<file path="src/rdwb_cfg.svh">
// Constants for the receive descriptor write-back formatter.
// Assumes inclusion by the package and the design modules.
`ifndef RDWB_CFG_SVH
`define RDWB_CFG_SVH
`define RDWB_ST_DONE       0
`define RDWB_ST_LAST       1
`define RDWB_ST_TAGP       2
`define RDWB_ST_CHKD       3
`define RDWB_ST_FCS        4
`define RDWB_ST_CLS_LO     9
`define RDWB_ST_FLT_LO     12
`define RDWB_ST_LOCAL      14
`define RDWB_ST_V6ALT      15
`define RDWB_ST_UDP0       18
`define RDWB_ER_IP         3
`define RDWB_ER_L4         4
`define RDWB_ER_OVER       6
`define RDWB_ER_RSV        5
`define RDWB_ER_TOP        7
`define RDWB_CLS_UNI       2'h0
`define RDWB_CLS_MULTI     2'h1
`define RDWB_CLS_BCAST     2'h2
`define RDWB_FLT_NONE      2'h0
`define RDWB_FLT_HASH      2'h3
`define RDWB_MAX_DESC      3'h5
`define RDWB_KIND_RSV      8'h00
`define RDWB_KIND_IGNORE   8'h0C
`define RDWB_LEN_ZERO      14'h0000
`define RDWB_QW1_ERR_LO    19
`define RDWB_QW1_KIND_LO   30
`define RDWB_QW1_LEN_LO    38
`define RDWB_QW0_TAG_LO    16
`define RDWB_QW0_FLT_LO    32
`endif

</file>
<file path="src/rdwb_pkg.sv">
// Types for the receive descriptor write-back formatter.
// Assumes rdwb_cfg.svh supplies the constants.
`include "rdwb_cfg.svh"
package rdwb_pkg;
	// Per-buffer request from the receive datapath
	typedef struct packed {
		logic        last;       // Buffer ends the packet
		logic        dummy;      // Spare descriptor, no data
		logic        fmt32;      // 32-byte ring
		logic [13:0] byte_count;
	} rdwb_buf_s;
	// Packet-level attributes, valid with the last buffer
	typedef struct packed {
		logic        tag_stripped;
		logic [15:0] tag;
		logic [15:0] tag2;
		logic        is_ip;
		logic        is_v6;
		logic        checks_done;
		logic        ip_sum_bad;
		logic        l4_bad;
		logic        rx_err;
		logic        fcs_remove;
		logic        local_hw_fcs;
		logic        is_local;
		logic [1:0]  dest_class;
		logic        hash_hit;
		logic [31:0] hash_sig;
		logic        v6_ext_outer;
		logic        v6_ext_inner;
		logic        is_udp;
		logic        udp_sum_zero;
		logic [7:0]  kind;
	} rdwb_pkt_s;
	// Descriptor handed to the memory writer
	typedef struct packed {
		logic        fmt32;
		logic [63:0] qw0;
		logic [63:0] qw1;
		logic [63:0] qw2;
		logic [63:0] qw3;
	} rdwb_desc_s;
	typedef enum logic [0:0] {
		RDWB_IDLE = 1'b0,
		RDWB_DROP = 1'b1
	} rdwb_state_e;
endpackage : rdwb_pkg

</file>
<file path="src/rdwb_skid.sv">
// Two-entry buffer for formatted descriptors.
// Assumes one clock and the synchronised reset.
module rdwb_skid (
	// Clock and reset
	input  wire logic                 clk,
	input  wire logic                 rst_n,
	// Fill side
	input  wire logic                 in_valid,
	output logic                      in_ready,
	input  wire rdwb_pkg::rdwb_desc_s in_data,
	// Drain side
	output logic                      out_valid,
	input  wire logic                 out_ready,
	output rdwb_pkg::rdwb_desc_s      out_data
);
	rdwb_pkg::rdwb_desc_s mem [2];
	rdwb_pkg::rdwb_desc_s next_mem [2];
	logic                 wr_ptr, rd_ptr, next_wr_ptr, next_rd_ptr;
	logic [1:0]           count, next_count;
	logic                 push, pop;

	assign in_ready  = (count != 2'h2);
	assign out_valid = (count != 2'h0);
	assign out_data  = mem[rd_ptr];
	assign push      = in_valid && in_ready;
	assign pop       = out_valid && out_ready;

	always_comb begin
		next_mem    = mem;
		next_wr_ptr = wr_ptr;
		next_rd_ptr = rd_ptr;
		next_count  = count;
		if (push) begin
			next_mem[wr_ptr] = in_data;
			next_wr_ptr      = ~wr_ptr;
		end
		if (pop)
			next_rd_ptr = ~rd_ptr;
		if (push && !pop)
			next_count = count + 2'h1;
		else if (pop && !push)
			next_count = count - 2'h1;
	end

	always_ff @(posedge clk or negedge rst_n) begin
		if (!rst_n) begin
			mem[0] <= '0;
			mem[1] <= '0;
			wr_ptr <= 1'b0;
			rd_ptr <= 1'b0;
			count  <= 2'h0;
		end else begin
			mem    <= next_mem;
			wr_ptr <= next_wr_ptr;
			rd_ptr <= next_rd_ptr;
			count  <= next_count;
		end
	end

	a_skid_order: assert property (
		@(posedge clk) disable iff (!rst_n)
		out_valid && !out_ready |=> out_valid && $stable(out_data))
		else $error("buffered descriptor changed while stalled");
endmodule : rdwb_skid

</file>
<file path="src/rdwb_top.sv">
// Receive descriptor write-back formatter.
// Assumes the datapath presents one buffer per handshake, in ring order.
//
// Overview of operation
// - every descriptor of a packet carries done, last flag and byte count (zero for a spare descriptor)
// - other fields are filled only in the packet's final descriptor
// - status bit 0 marks the descriptor done by hardware
// - status bit 1 set only in the descriptor ending the packet
// - stripped tag sets bit 2 and fills the 16-bit tag field
// - status bit 3 set for IP packets whose checks ran
// - bit 4 marks kept FCS; receive error forces FCS kept except on hardware-FCS loopback
// - local loopback with hardware FCS never keeps FCS bytes
// - status bits 8 to 5 written as zero
// - dest class 00 unicast, 01 multicast, 10 broadcast, never 11
// - hash hit writes selector 11 and signature word
// - hash miss writes selector 00 and zero filter word
// - status bit 14 marks locally originated packets
// - bit 15 is OR of IPv6 extension hints over both headers
// - status bit 18 marks UDP packets with zero checksum word
// - error bit 3 IP sum error, bit 4 transport error, bit 5 reserved
// - over five descriptors sets error bit 6, excess not written
// - byte count in length bits 13:0, bits 25:14 zero
// - 8-bit packet kind code, ignored 12 written as reserved 0
// - 32-byte format writes four quad words, first two as 16-byte
// - spare descriptor writes zero length; it closes the packet only if its last flag is set or it is the fifth descriptor
// - zero UDP sum is no error on IPv4, transport error on IPv6
module rdwb_top (
	// Clock and reset
	input  wire logic                 I_CLK,
	input  wire logic                 I_RESET_N,
	// Buffer completions
	input  wire logic                 I_BUF_VALID,
	output logic                      O_BUF_READY,
	input  wire rdwb_pkg::rdwb_buf_s  I_BUF,
	input  wire rdwb_pkg::rdwb_pkt_s  I_PKT,
	// Descriptor writer
	output logic                      O_DESC_VALID,
	input  wire logic                 I_DESC_READY,
	output rdwb_pkg::rdwb_desc_s      O_DESC,
	// Status
	output logic                      O_OVERSIZE_DROP
);
	////////////////////////////////////////////////////////////////
	// Reset release
	logic [1:0] rst_sync;
	logic       rst_n;
	always_ff @(posedge I_CLK or negedge I_RESET_N) begin
		if (!I_RESET_N)
			rst_sync <= 2'h0;
		else
			rst_sync <= {rst_sync[0], 1'b1};
	end
	assign rst_n = rst_sync[1];

	////////////////////////////////////////////////////////////////
	// Descriptor count and oversize state
	rdwb_pkg::rdwb_state_e state, next_state;
	logic [2:0]            desc_idx, next_desc_idx;
	logic                  drop_flag, next_drop_flag;
	logic                  fill_ready, take, limit_hit, emit;

	assign take        = I_BUF_VALID && O_BUF_READY;
	assign limit_hit   = (desc_idx == `RDWB_MAX_DESC - 3'h1) && !I_BUF.last;
	// Excess buffers are consumed but never written
	assign emit        = I_BUF_VALID && (state == rdwb_pkg::RDWB_IDLE);
	assign O_BUF_READY = (state == rdwb_pkg::RDWB_DROP) || fill_ready;
	assign O_OVERSIZE_DROP = drop_flag;

	always_comb begin
		next_state     = state;
		next_desc_idx  = desc_idx;
		next_drop_flag = drop_flag;
		if (take) begin
			unique case (state)
				rdwb_pkg::RDWB_IDLE: begin
					if (I_BUF.last) begin
						next_desc_idx = 3'h0;
					end else begin
						next_desc_idx = desc_idx + 3'h1;
						if (limit_hit) begin
							next_state     = rdwb_pkg::RDWB_DROP;
							next_drop_flag = 1'b1;
						end
					end
				end
				// Dropped buffers vanish up to and including the packet's last one
				rdwb_pkg::RDWB_DROP: begin
					if (I_BUF.last) begin
						next_state     = rdwb_pkg::RDWB_IDLE;
						next_desc_idx  = 3'h0;
						next_drop_flag = 1'b0;
					end
				end
			endcase
		end
	end

	always_ff @(posedge I_CLK or negedge rst_n) begin
		if (!rst_n) begin
			state     <= rdwb_pkg::RDWB_IDLE;
			desc_idx  <= 3'h0;
			drop_flag <= 1'b0;
		end else begin
			state     <= next_state;
			desc_idx  <= next_desc_idx;
			drop_flag <= next_drop_flag;
		end
	end

	////////////////////////////////////////////////////////////////
	// Field formatting
	function automatic logic [1:0] class_code(input logic [1:0] c);
		// Reserved code folds to unicast
		class_code = (c == 2'h3) ? `RDWB_CLS_UNI : c;
	endfunction : class_code

	function automatic logic [7:0] kind_code(input logic [7:0] k);
		// Codes software must skip become the reserved value
		kind_code = (k == `RDWB_KIND_IGNORE) ? `RDWB_KIND_RSV : k;
	endfunction : kind_code

	logic                 final_desc, trunc_last;
	logic [18:0]          status;
	logic [7:0]           errs;
	logic                 fcs_kept, udp0_err;
	rdwb_pkg::rdwb_desc_s desc;

	// The fifth descriptor closes an oversize packet
	assign trunc_last = limit_hit && (state == rdwb_pkg::RDWB_IDLE);
	assign final_desc = I_BUF.last || trunc_last;
	// Receive error beats strip; hardware-FCS loopback never keeps it
	assign fcs_kept   = !(I_PKT.is_local && I_PKT.local_hw_fcs)
		&& (I_PKT.rx_err || !I_PKT.fcs_remove);
	assign udp0_err   = I_PKT.is_udp && I_PKT.udp_sum_zero && I_PKT.is_v6;

	always_comb begin
		status = '0;
		errs   = '0;
		status[`RDWB_ST_DONE] = 1'b1;
		status[`RDWB_ST_LAST] = final_desc;
		if (final_desc) begin
			status[`RDWB_ST_TAGP]  = I_PKT.tag_stripped;
			status[`RDWB_ST_CHKD]  = I_PKT.is_ip && I_PKT.checks_done;
			status[`RDWB_ST_FCS]   = fcs_kept;
			status[`RDWB_ST_CLS_LO +: 2] = class_code(I_PKT.dest_class);
			status[`RDWB_ST_FLT_LO +: 2] = I_PKT.hash_hit ? `RDWB_FLT_HASH : `RDWB_FLT_NONE;
			status[`RDWB_ST_LOCAL] = I_PKT.is_local;
			// Each hint names an IPv6 header, so a v4 outer header still counts
			status[`RDWB_ST_V6ALT] = I_PKT.v6_ext_outer || I_PKT.v6_ext_inner;
			status[`RDWB_ST_UDP0]  = I_PKT.is_udp && I_PKT.udp_sum_zero;
			errs[`RDWB_ER_IP]      = I_PKT.checks_done && I_PKT.ip_sum_bad && !I_PKT.is_v6;
			errs[`RDWB_ER_L4]      = I_PKT.checks_done && (I_PKT.l4_bad || udp0_err);
			errs[`RDWB_ER_OVER]    = trunc_last;
		end
		desc       = '0;
		desc.fmt32 = I_BUF.fmt32;
		desc.qw1[18:0] = status;
		desc.qw1[`RDWB_QW1_ERR_LO +: 8] = errs;
		desc.qw1[`RDWB_QW1_KIND_LO +: 8] = final_desc ? kind_code(I_PKT.kind) : `RDWB_KIND_RSV;
		// Length bits 25:14 stay zero
		desc.qw1[`RDWB_QW1_LEN_LO +: 14] = I_BUF.dummy ? `RDWB_LEN_ZERO : I_BUF.byte_count;
		if (final_desc) begin
			desc.qw0[`RDWB_QW0_TAG_LO +: 16] = I_PKT.tag_stripped ? I_PKT.tag : 16'h0000;
			desc.qw0[`RDWB_QW0_FLT_LO +: 32] = I_PKT.hash_hit ? I_PKT.hash_sig : 32'h0000_0000;
			if (I_BUF.fmt32)
				desc.qw2[`RDWB_QW0_TAG_LO +: 16] = I_PKT.tag2;
		end
	end

	////////////////////////////////////////////////////////////////
	// Output buffer keeps ring order under stall
	rdwb_skid u_skid (
		.clk       (I_CLK),
		.rst_n     (rst_n),
		.in_valid  (emit),
		.in_ready  (fill_ready),
		.in_data   (desc),
		.out_valid (O_DESC_VALID),
		.out_ready (I_DESC_READY),
		.out_data  (O_DESC)
	);

	////////////////////////////////////////////////////////////////
	// Descriptors leaving per packet, for the five-descriptor limit
	logic [2:0] out_cnt, next_out_cnt;
	logic       out_pop;

	assign out_pop = O_DESC_VALID && I_DESC_READY;

	always_comb begin
		next_out_cnt = out_cnt;
		if (out_pop)
			next_out_cnt = O_DESC.qw1[`RDWB_ST_LAST] ? 3'h0 : out_cnt + 3'h1;
	end

	always_ff @(posedge I_CLK or negedge rst_n) begin
		if (!rst_n)
			out_cnt <= 3'h0;
		else
			out_cnt <= next_out_cnt;
	end

	////////////////////////////////////////////////////////////////
	// Checks
	a_done_always: assert property (
		@(posedge I_CLK) disable iff (!rst_n)
		O_DESC_VALID |-> O_DESC.qw1[`RDWB_ST_DONE])
		else $error("descriptor without done flag");
	a_mid_clean: assert property (
		@(posedge I_CLK) disable iff (!rst_n)
		O_DESC_VALID && !O_DESC.qw1[`RDWB_ST_LAST] |-> O_DESC.qw0 == 64'h0)
		else $error("middle descriptor carries packet fields");
	a_last_mark: assert property (
		@(posedge I_CLK) disable iff (!rst_n)
		emit && !I_BUF.last && !trunc_last |-> !desc.qw1[`RDWB_ST_LAST])
		else $error("last flag on a middle descriptor");
	a_rsv_zero: assert property (
		@(posedge I_CLK) disable iff (!rst_n)
		O_DESC_VALID |-> O_DESC.qw1[8:5] == 4'h0 && O_DESC.qw1[63:52] == 12'h000)
		else $error("reserved bits set");
	a_class_legal: assert property (
		@(posedge I_CLK) disable iff (!rst_n)
		O_DESC_VALID |-> O_DESC.qw1[`RDWB_ST_CLS_LO +: 2] != 2'h3)
		else $error("illegal destination class");
	a_hash_sel: assert property (
		@(posedge I_CLK) disable iff (!rst_n)
		emit && final_desc && I_PKT.hash_hit |-> desc.qw1[`RDWB_ST_FLT_LO +: 2] == `RDWB_FLT_HASH
			&& desc.qw0[`RDWB_QW0_FLT_LO +: 32] == I_PKT.hash_sig)
		else $error("hash hit not reported");
	a_filter_pair: assert property (
		@(posedge I_CLK) disable iff (!rst_n)
		O_DESC_VALID && O_DESC.qw1[`RDWB_ST_FLT_LO +: 2] == `RDWB_FLT_NONE
		|-> O_DESC.qw0[63:32] == 32'h0)
		else $error("filter word without hash selector");
	a_tag_pair: assert property (
		@(posedge I_CLK) disable iff (!rst_n)
		O_DESC_VALID && !O_DESC.qw1[`RDWB_ST_TAGP] |-> O_DESC.qw0[31:16] == 16'h0)
		else $error("tag written without presence flag");
	a_tag_fill: assert property (
		@(posedge I_CLK) disable iff (!rst_n)
		emit && final_desc && I_PKT.tag_stripped
		|-> desc.qw1[`RDWB_ST_TAGP] && desc.qw0[`RDWB_QW0_TAG_LO +: 16] == I_PKT.tag)
		else $error("stripped tag not written");
	a_chk_ip: assert property (
		@(posedge I_CLK) disable iff (!rst_n)
		emit && final_desc && !I_PKT.is_ip |-> !desc.qw1[`RDWB_ST_CHKD])
		else $error("checks flag on a non ip packet");
	a_loop_fcs: assert property (
		@(posedge I_CLK) disable iff (!rst_n)
		emit && final_desc && I_PKT.is_local && I_PKT.local_hw_fcs |-> !desc.qw1[`RDWB_ST_FCS])
		else $error("loopback posted with fcs");
	a_rxe_fcs: assert property (
		@(posedge I_CLK) disable iff (!rst_n)
		emit && final_desc && I_PKT.rx_err && !I_PKT.is_local |-> desc.qw1[`RDWB_ST_FCS])
		else $error("fcs stripped despite receive error");
	a_local_flag: assert property (
		@(posedge I_CLK) disable iff (!rst_n)
		emit && final_desc |-> desc.qw1[`RDWB_ST_LOCAL] == I_PKT.is_local)
		else $error("local origin flag wrong");
	a_v6_hint: assert property (
		@(posedge I_CLK) disable iff (!rst_n)
		emit && final_desc && I_PKT.v6_ext_inner |-> desc.qw1[`RDWB_ST_V6ALT])
		else $error("inner header extension hint lost");
	a_udp_zero: assert property (
		@(posedge I_CLK) disable iff (!rst_n)
		emit && final_desc && I_PKT.is_udp && I_PKT.udp_sum_zero |-> desc.qw1[`RDWB_ST_UDP0])
		else $error("zero udp sum flag missing");
	a_err_rsv: assert property (
		@(posedge I_CLK) disable iff (!rst_n)
		O_DESC_VALID |-> O_DESC.qw1[`RDWB_QW1_ERR_LO +: 3] == 3'h0
			&& !O_DESC.qw1[`RDWB_QW1_ERR_LO + `RDWB_ER_RSV] && !O_DESC.qw1[`RDWB_QW1_ERR_LO + `RDWB_ER_TOP])
		else $error("reserved error bits set");
	a_v6_no_ipe: assert property (
		@(posedge I_CLK) disable iff (!rst_n)
		emit && I_PKT.is_v6 |-> !desc.qw1[`RDWB_QW1_ERR_LO + `RDWB_ER_IP])
		else $error("ip sum error on ipv6 packet");
	a_over_drop: assert property (
		@(posedge I_CLK) disable iff (!rst_n)
		take && trunc_last |=> !emit && state == rdwb_pkg::RDWB_DROP && O_OVERSIZE_DROP)
		else $error("oversize packet not dropped");
	a_pkt_limit: assert property (
		@(posedge I_CLK) disable iff (!rst_n)
		O_DESC_VALID |-> out_cnt < `RDWB_MAX_DESC)
		else $error("packet written past five descriptors");
	a_fifth_last: assert property (
		@(posedge I_CLK) disable iff (!rst_n)
		O_DESC_VALID && out_cnt == `RDWB_MAX_DESC - 3'h1 |-> O_DESC.qw1[`RDWB_ST_LAST])
		else $error("fifth descriptor does not close the packet");
	a_len_byte: assert property (
		@(posedge I_CLK) disable iff (!rst_n)
		emit && !I_BUF.dummy |-> desc.qw1[`RDWB_QW1_LEN_LO +: 14] == I_BUF.byte_count)
		else $error("buffer length not written");
	a_kind_skip: assert property (
		@(posedge I_CLK) disable iff (!rst_n)
		O_DESC_VALID |-> O_DESC.qw1[`RDWB_QW1_KIND_LO +: 8] != `RDWB_KIND_IGNORE)
		else $error("ignored packet kind written");
	a_short_fmt: assert property (
		@(posedge I_CLK) disable iff (!rst_n)
		O_DESC_VALID && !O_DESC.fmt32 |-> O_DESC.qw2 == 64'h0 && O_DESC.qw3 == 64'h0)
		else $error("upper quad words set in short format");
	a_dummy_len: assert property (
		@(posedge I_CLK) disable iff (!rst_n)
		emit && I_BUF.dummy |-> desc.qw1[`RDWB_QW1_LEN_LO +: 14] == 14'h0 && desc.qw1[`RDWB_ST_LAST])
		else $error("spare descriptor malformed");
	a_udp6_err: assert property (
		@(posedge I_CLK) disable iff (!rst_n)
		emit && I_BUF.last && I_PKT.checks_done && I_PKT.is_udp && I_PKT.udp_sum_zero && I_PKT.is_v6
		|-> desc.qw1[`RDWB_QW1_ERR_LO + `RDWB_ER_L4])
		else $error("zero udp sum on v6 not flagged");

	c_multi: cover property (@(posedge I_CLK) disable iff (!rst_n)
		take && !I_BUF.last ##[1:20] take && I_BUF.last);
	c_over: cover property (@(posedge I_CLK) disable iff (!rst_n) take && trunc_last);
	c_dummy: cover property (@(posedge I_CLK) disable iff (!rst_n) take && I_BUF.dummy);
	c_stall: cover property (@(posedge I_CLK) disable iff (!rst_n) I_BUF_VALID && !O_BUF_READY);
	c_wide: cover property (@(posedge I_CLK) disable iff (!rst_n) take && I_BUF.last && I_BUF.fmt32);
endmodule : rdwb_top

</file>
<file path="config.mk">
export PLATFORM = sky130hd
export DESIGN_NAME = rdwb_top
export DESIGN_NICKNAME = d
export VERILOG_FILES = /design/src/rdwb_pkg.sv /design/src/rdwb_skid.sv /design/src/rdwb_top.sv
export VERILOG_INCLUDE_DIRS = /design/src
export SDC_FILE = /design/constraint.sdc
export NUM_CORES = 1
export LEC_CHECK = 0
export BUFFER_PORTS_ARGS = -buffer_cell sky130_fd_sc_hd__buf_2
export CAP_MARGIN = 10
export CORE_MARGIN = 1
export CORE_UTILIZATION = 26
export DETAILED_ROUTE_END_ITERATION = 8
export PLACE_DENSITY_LB_ADDON = 0.3
export SYNTH_ARGS = -nofsm -noshare
export SYNTH_HDL_FRONTEND = slang
export SYNTH_SLANG_ARGS = --single-unit
</file>
<file path="constraint.sdc">
create_clock -name I_CLK -period 16 [get_ports I_CLK]
set_clock_uncertainty 0.1 [all_clocks]
set_input_delay 1.6 -clock I_CLK [delete_from_list [all_inputs] [get_ports I_CLK]]
set_output_delay 1.6 -clock I_CLK [all_outputs]
set_load 0.02 [all_outputs]
</file>
==> results.md <==
| Item | This run |
|:---|:---|
| Crit path arrival time | 5.03 ns |
| Worst ir drop on vdd | 0.09212 mV |
| Crit path max-delay family | buffers and inverters |
| Reg power frac | 33.2% |
| #FFs+latches synth | 213 |
| Category of the critical setup timing path | input port to register |
| Post-Synthesis Cells | 1038 |
| Share of the synthesized area in compound gates (AO/OA/AOI/OAI) | 12.45% |
| Std cell rows | 76 |
| Maximum achievable frequency | 0.2130 GHz |
| Master cell of the clock root buffer | sky130_fd_sc_hd__clkbuf_16 |
| Routability congestion estimate | 0.7097 |
| Clock tree from TritonCTS | yes |
| Nature of the critical path endpoint | register |
| Layout cells sized above 1 | 33.39% |
| Clock Tree Buf Depth | 3 |
| Final critical-path required period | 4.694 ns |
| Synth async-reset ratio | 100.0% |
| Number of global-route vias before repair | 8045 |
| Dominant combinational cell family by area after synthesis | buffers and inverters |
| Y dimension of the die | 212.4 um |
| Yosys warnings | 0 |
| Max-slew headroom | 32.40% |
| Post-detail-place hpwl | 18460 um |
| Met2 Usage GRT | 21.48% |
| Synth Area in Adders | 0.3261% |
| Main flop type after synthesis | sky130_fd_sc_hd__dfrtp_1 |
| Unrepaired setup endpoints after global routing | no |
| Inst Count DP | 1750 |
| Switching power as a share of total power | 41.15% |
| Count of buffer and inverter cells on the critical path | 3 |
| Filler cell count in the final layout | 4531 |
| Number of ports placed on the die boundary | 370 |
| Simple-gate portion of the synthesized area | 10.09% |
| Number of buffer cells added on primary ports | 214 |
| Sum of overflow across all layers after global routing | 0 |
| Final Cycle Share | 29.34% |
| Number of nets in the final layout | 1307 |
| Net switching power of the design | 1171 uW |
| Top cell type's share of synthesized area | 46.31% |
| Core area | 43360 um2 |
| Highest-delay cell along the critical path | sky130_fd_sc_hd__buf_4 |
| Number of enable flip-flop cells after synthesis | 0 |
| Clock latency on the worst-skew pair | 0.56 ns |
| Avg Vias per Cell | 4.586 |
| Post-CTS setup-driven buffer insertion count | 0 |
| Vias after detailed routing | 8250 |
| Relative contribution of combinational cells to total power | 44.9% |
| Most repeated library cell on the critical path | sky130_fd_sc_hd__buf_4 |
| Worst Hold Margin | 0.1715 ns |
| Post-route setup TNS | 0 ns |
| Number of DRC markers in iteration 0 | 394 |
| Clock share of power | 21.8% |
| Antenna violations before repair | 5 |
| Max-slew violation count | 0 |
| Seq/Total Area, Yosys | 46.31% |
| Number of optimization iterations in the first detailed-route pass | 6 |
| Most Used Layer, Global Route | met2 |
| Cell depth of the worst setup path | 6 |
| Clock transition at the registers of the reported paths | 0.06 ns |
| Area growth syn-to-layout | 15.62% |
| Register Area | 5339 um2 |
| Actual transition at the worst max-transition pin | 1.014 ns |
| CP Launch Type | input port |
| Leakage power of the design | 0.006312 uW |
| Number of gates given a new drive strength after cts | 0 |
| Int Pwr | 1674 uW |
| Final count of hold timing violations | 0 |
| Synth cell types | 45 |
| Count of hold-fix buffers inserted at cts | 0 |
| Main area contributors after synthesis | sky130_fd_sc_hd__dfrtp_1 46%, sky130_fd_sc_hd__mux2_2 12%, sky130_fd_sc_hd__buf_4 11% |
| Cts bufs inserted | 27 |
| Cell chain of the critical path | buf_2 -> and2b_4 -> buf_4 -> nand3_4 -> buf_4 -> mux2_1 |
| Met1 track demand over resource in global routing | 17.89% |
| Parity-gate share of the synthesized area counting xor and xnor cells | 0.3805% |
| Power density normalized to cell area | 213.8 nW/um2 |
| Initial core utilization | 26.54% |
| Number of nets with antenna violations after detailed routing | 0 |
| Netlist Area Pre-Place | 11510 um2 |
| DIE AREA | 45110 um2 |
| Largest area contributor in the synthesized netlist | sky130_fd_sc_hd__dfrtp_1 |
| Post-Syn Area per Cell | 11.09 um2 |
| Count of placed standard cells in the final layout, fillers left out | 1799 |
| Proportion of synthesized area in mux cells | 14.81% |
| Post-detailed-route DRC marker count | 0 |
| Wire length after detailed routing | 30640 um |
| Number of H-tree levels | 1 |
| Area of the multi-input gates | 5006 um2 |
| Final setup fails | 0 |
| Worst Reg2Reg Path Length in Cells | 5 |
| Highest fanout seen on the critical path | 69 |
| Maximum number of pins on one net before global-route repair | 77 |
| Min-Delay Path Class | register to asynchronous set/reset pin |
| Run status | completed |
| Data required time of the critical path | 16.34 ns |
| DIE WIDTH | 212.4 um |
| Worst path max stage delay | 0.73 ns |
| First-pass GRT wire length | 47350 um |
| Sink Count | 213 |
| Total of max-cap violations | 0 |
| Total global-route track usage | 13.32% |
| Routed length per placed instance | 17.03 um |
| Met3 Track Usage GR | 3.087% |
==> cell usage in the layout, fill, tap and decap left out, drive strengths merged, types with 2 or more instances in the layout <==
cell type / instances
clkinv: 2
and3b: 2
nand2b: 3
nand2: 20
inv: 37
clkbuf: 43
nand3: 3
ha: 3
bufinv: 2
mux2i: 30
xor2: 2
dfrtp: 213
o21ai: 31
or2: 3
nand4: 132
nor2: 2
o311ai: 2
mux2: 124
buf: 229
nor2b: 20
a41oi: 2
conb: 156
xnor2: 3
o2bb2ai: 133
o221ai: 2
==> worst reg2reg max path, stage by stage (launching register included) <==
cell and delay, ns:
sky130_fd_sc_hd__dfrtp_1 0.52, sky130_fd_sc_hd__and2b_4 0.86, sky130_fd_sc_hd__buf_4 0.78, sky130_fd_sc_hd__nand3_4 0.69
sky130_fd_sc_hd__buf_4 0.67, sky130_fd_sc_hd__mux2_1 0.44
==> synth_stat cells, types with 3 or more instances <==
library cell	n
sky130_fd_sc_hd__dfrtp_1	213
sky130_fd_sc_hd__buf_4	169
sky130_fd_sc_hd__o2bb2ai_1	133
sky130_fd_sc_hd__nand4_1	132
sky130_fd_sc_hd__mux2_2	120
sky130_fd_sc_hd__clkbuf_1	51
sky130_fd_sc_hd__inv_1	36
sky130_fd_sc_hd__buf_2	32
sky130_fd_sc_hd__mux2i_1	30
sky130_fd_sc_hd__o21ai_0	28
sky130_fd_sc_hd__nand2_1	20
sky130_fd_sc_hd__nor2b_1	20
sky130_fd_sc_hd__buf_6	3
sky130_fd_sc_hd__ha_1	3
sky130_fd_sc_hd__nand2b_1	3
sky130_fd_sc_hd__or2_2	3
sky130_fd_sc_hd__xnor2_1	3
==> registers in the layout (all words and copies together), names as in the netlist <==
name	count
O_OVERSIZE_DROP	1
desc_idx	3
rst_sync	2
state	1
u_skid.count	2
u_skid.mem	202
u_skid.rd_ptr	1
u_skid.wr_ptr	1
==> per-stage QoR <==
stage	setup WS (ns)	util (%)	total power [uW]	cell area (um2)
final	11.31	30.69	2845	13310
after global routing	11.03	30.69	3033	13310
after CTS	11.27	30.68	2896	13310
after detailed placement	10.68	28.59	2247	12400
after global placement	10.65	28.59	2238	12400
after floorplan	9.525	-	1903	12090
==> cell families after synthesis <==
| logic type | count (synthesis) |
|---|---|
| other | 2 |
| flip-flops | 213 |
| XOR/XNOR | 5 |
| buffers and inverters | 292 |
| AO/OA/AOI/OAI | 177 |
| AND/OR/NAND/NOR | 192 |
| multiplexers | 154 |
| adder cells (fa/ha/maj) | 3 |
==> power groups by stage <==
stage               sequential, uW  clock (uW)  combinational (uW)
finish                         946         621                1280
global route                   981         665                1390
CTS                            946         647                1300
detailed placement             950           0                1300
global placement               948           0                1290
floorplan                      895           0                1010
==> per-layer routing <==
| layer | share of wire (%) | up-vias |
|---|---|---|
| li1 | - | 3801 |
| met4 | 2.3 | 8 |
| met3 | 5.7 | 48 |
| met1 | 45 | 4119 |
| met2 | 47 | 274 |
| met5 | 0.15 | - |
==> path summary, 6_finish.rpt <==
path | from | end | slack (ns)
worst max-delay path | I_BUF_VALID | u_skid.mem[435]$_DFFE_PN0P_ | 11.31
worst min-delay path | rst_sync[1]$_DFF_PN0_ | u_skid.mem[471]$_DFFE_PN0P_ | 0.17
worst max register to register | state$_DFFE_PN0P_ | u_skid.mem[435]$_DFFE_PN0P_ | 11.84
worst min register to register | rst_sync[1]$_DFF_PN0_ | u_skid.mem[471]$_DFFE_PN0P_ | 0.17
max in group asynchronous | rst_sync[1]$_DFF_PN0_ | u_skid.rd_ptr$_DFFE_PN0P_ | 13.71
min in group I_CLK | rst_sync[0]$_DFF_PN0_ | rst_sync[1]$_DFF_PN0_ | 0.25
==> area by class of cell <==
type	instances	area share [%]
Timing Repair Buffer	229	8.894
Clock inverter	5	0.7052
Inverter	36	1.015
Clock buffer	43	6.130
Multi-Input combinational cell	687	37.62
Tap cell	585	5.500
Antenna cell	1	0.01880
Sequential cell	213	40.12
Note: power is estimated with default switching activity, not from simulation.
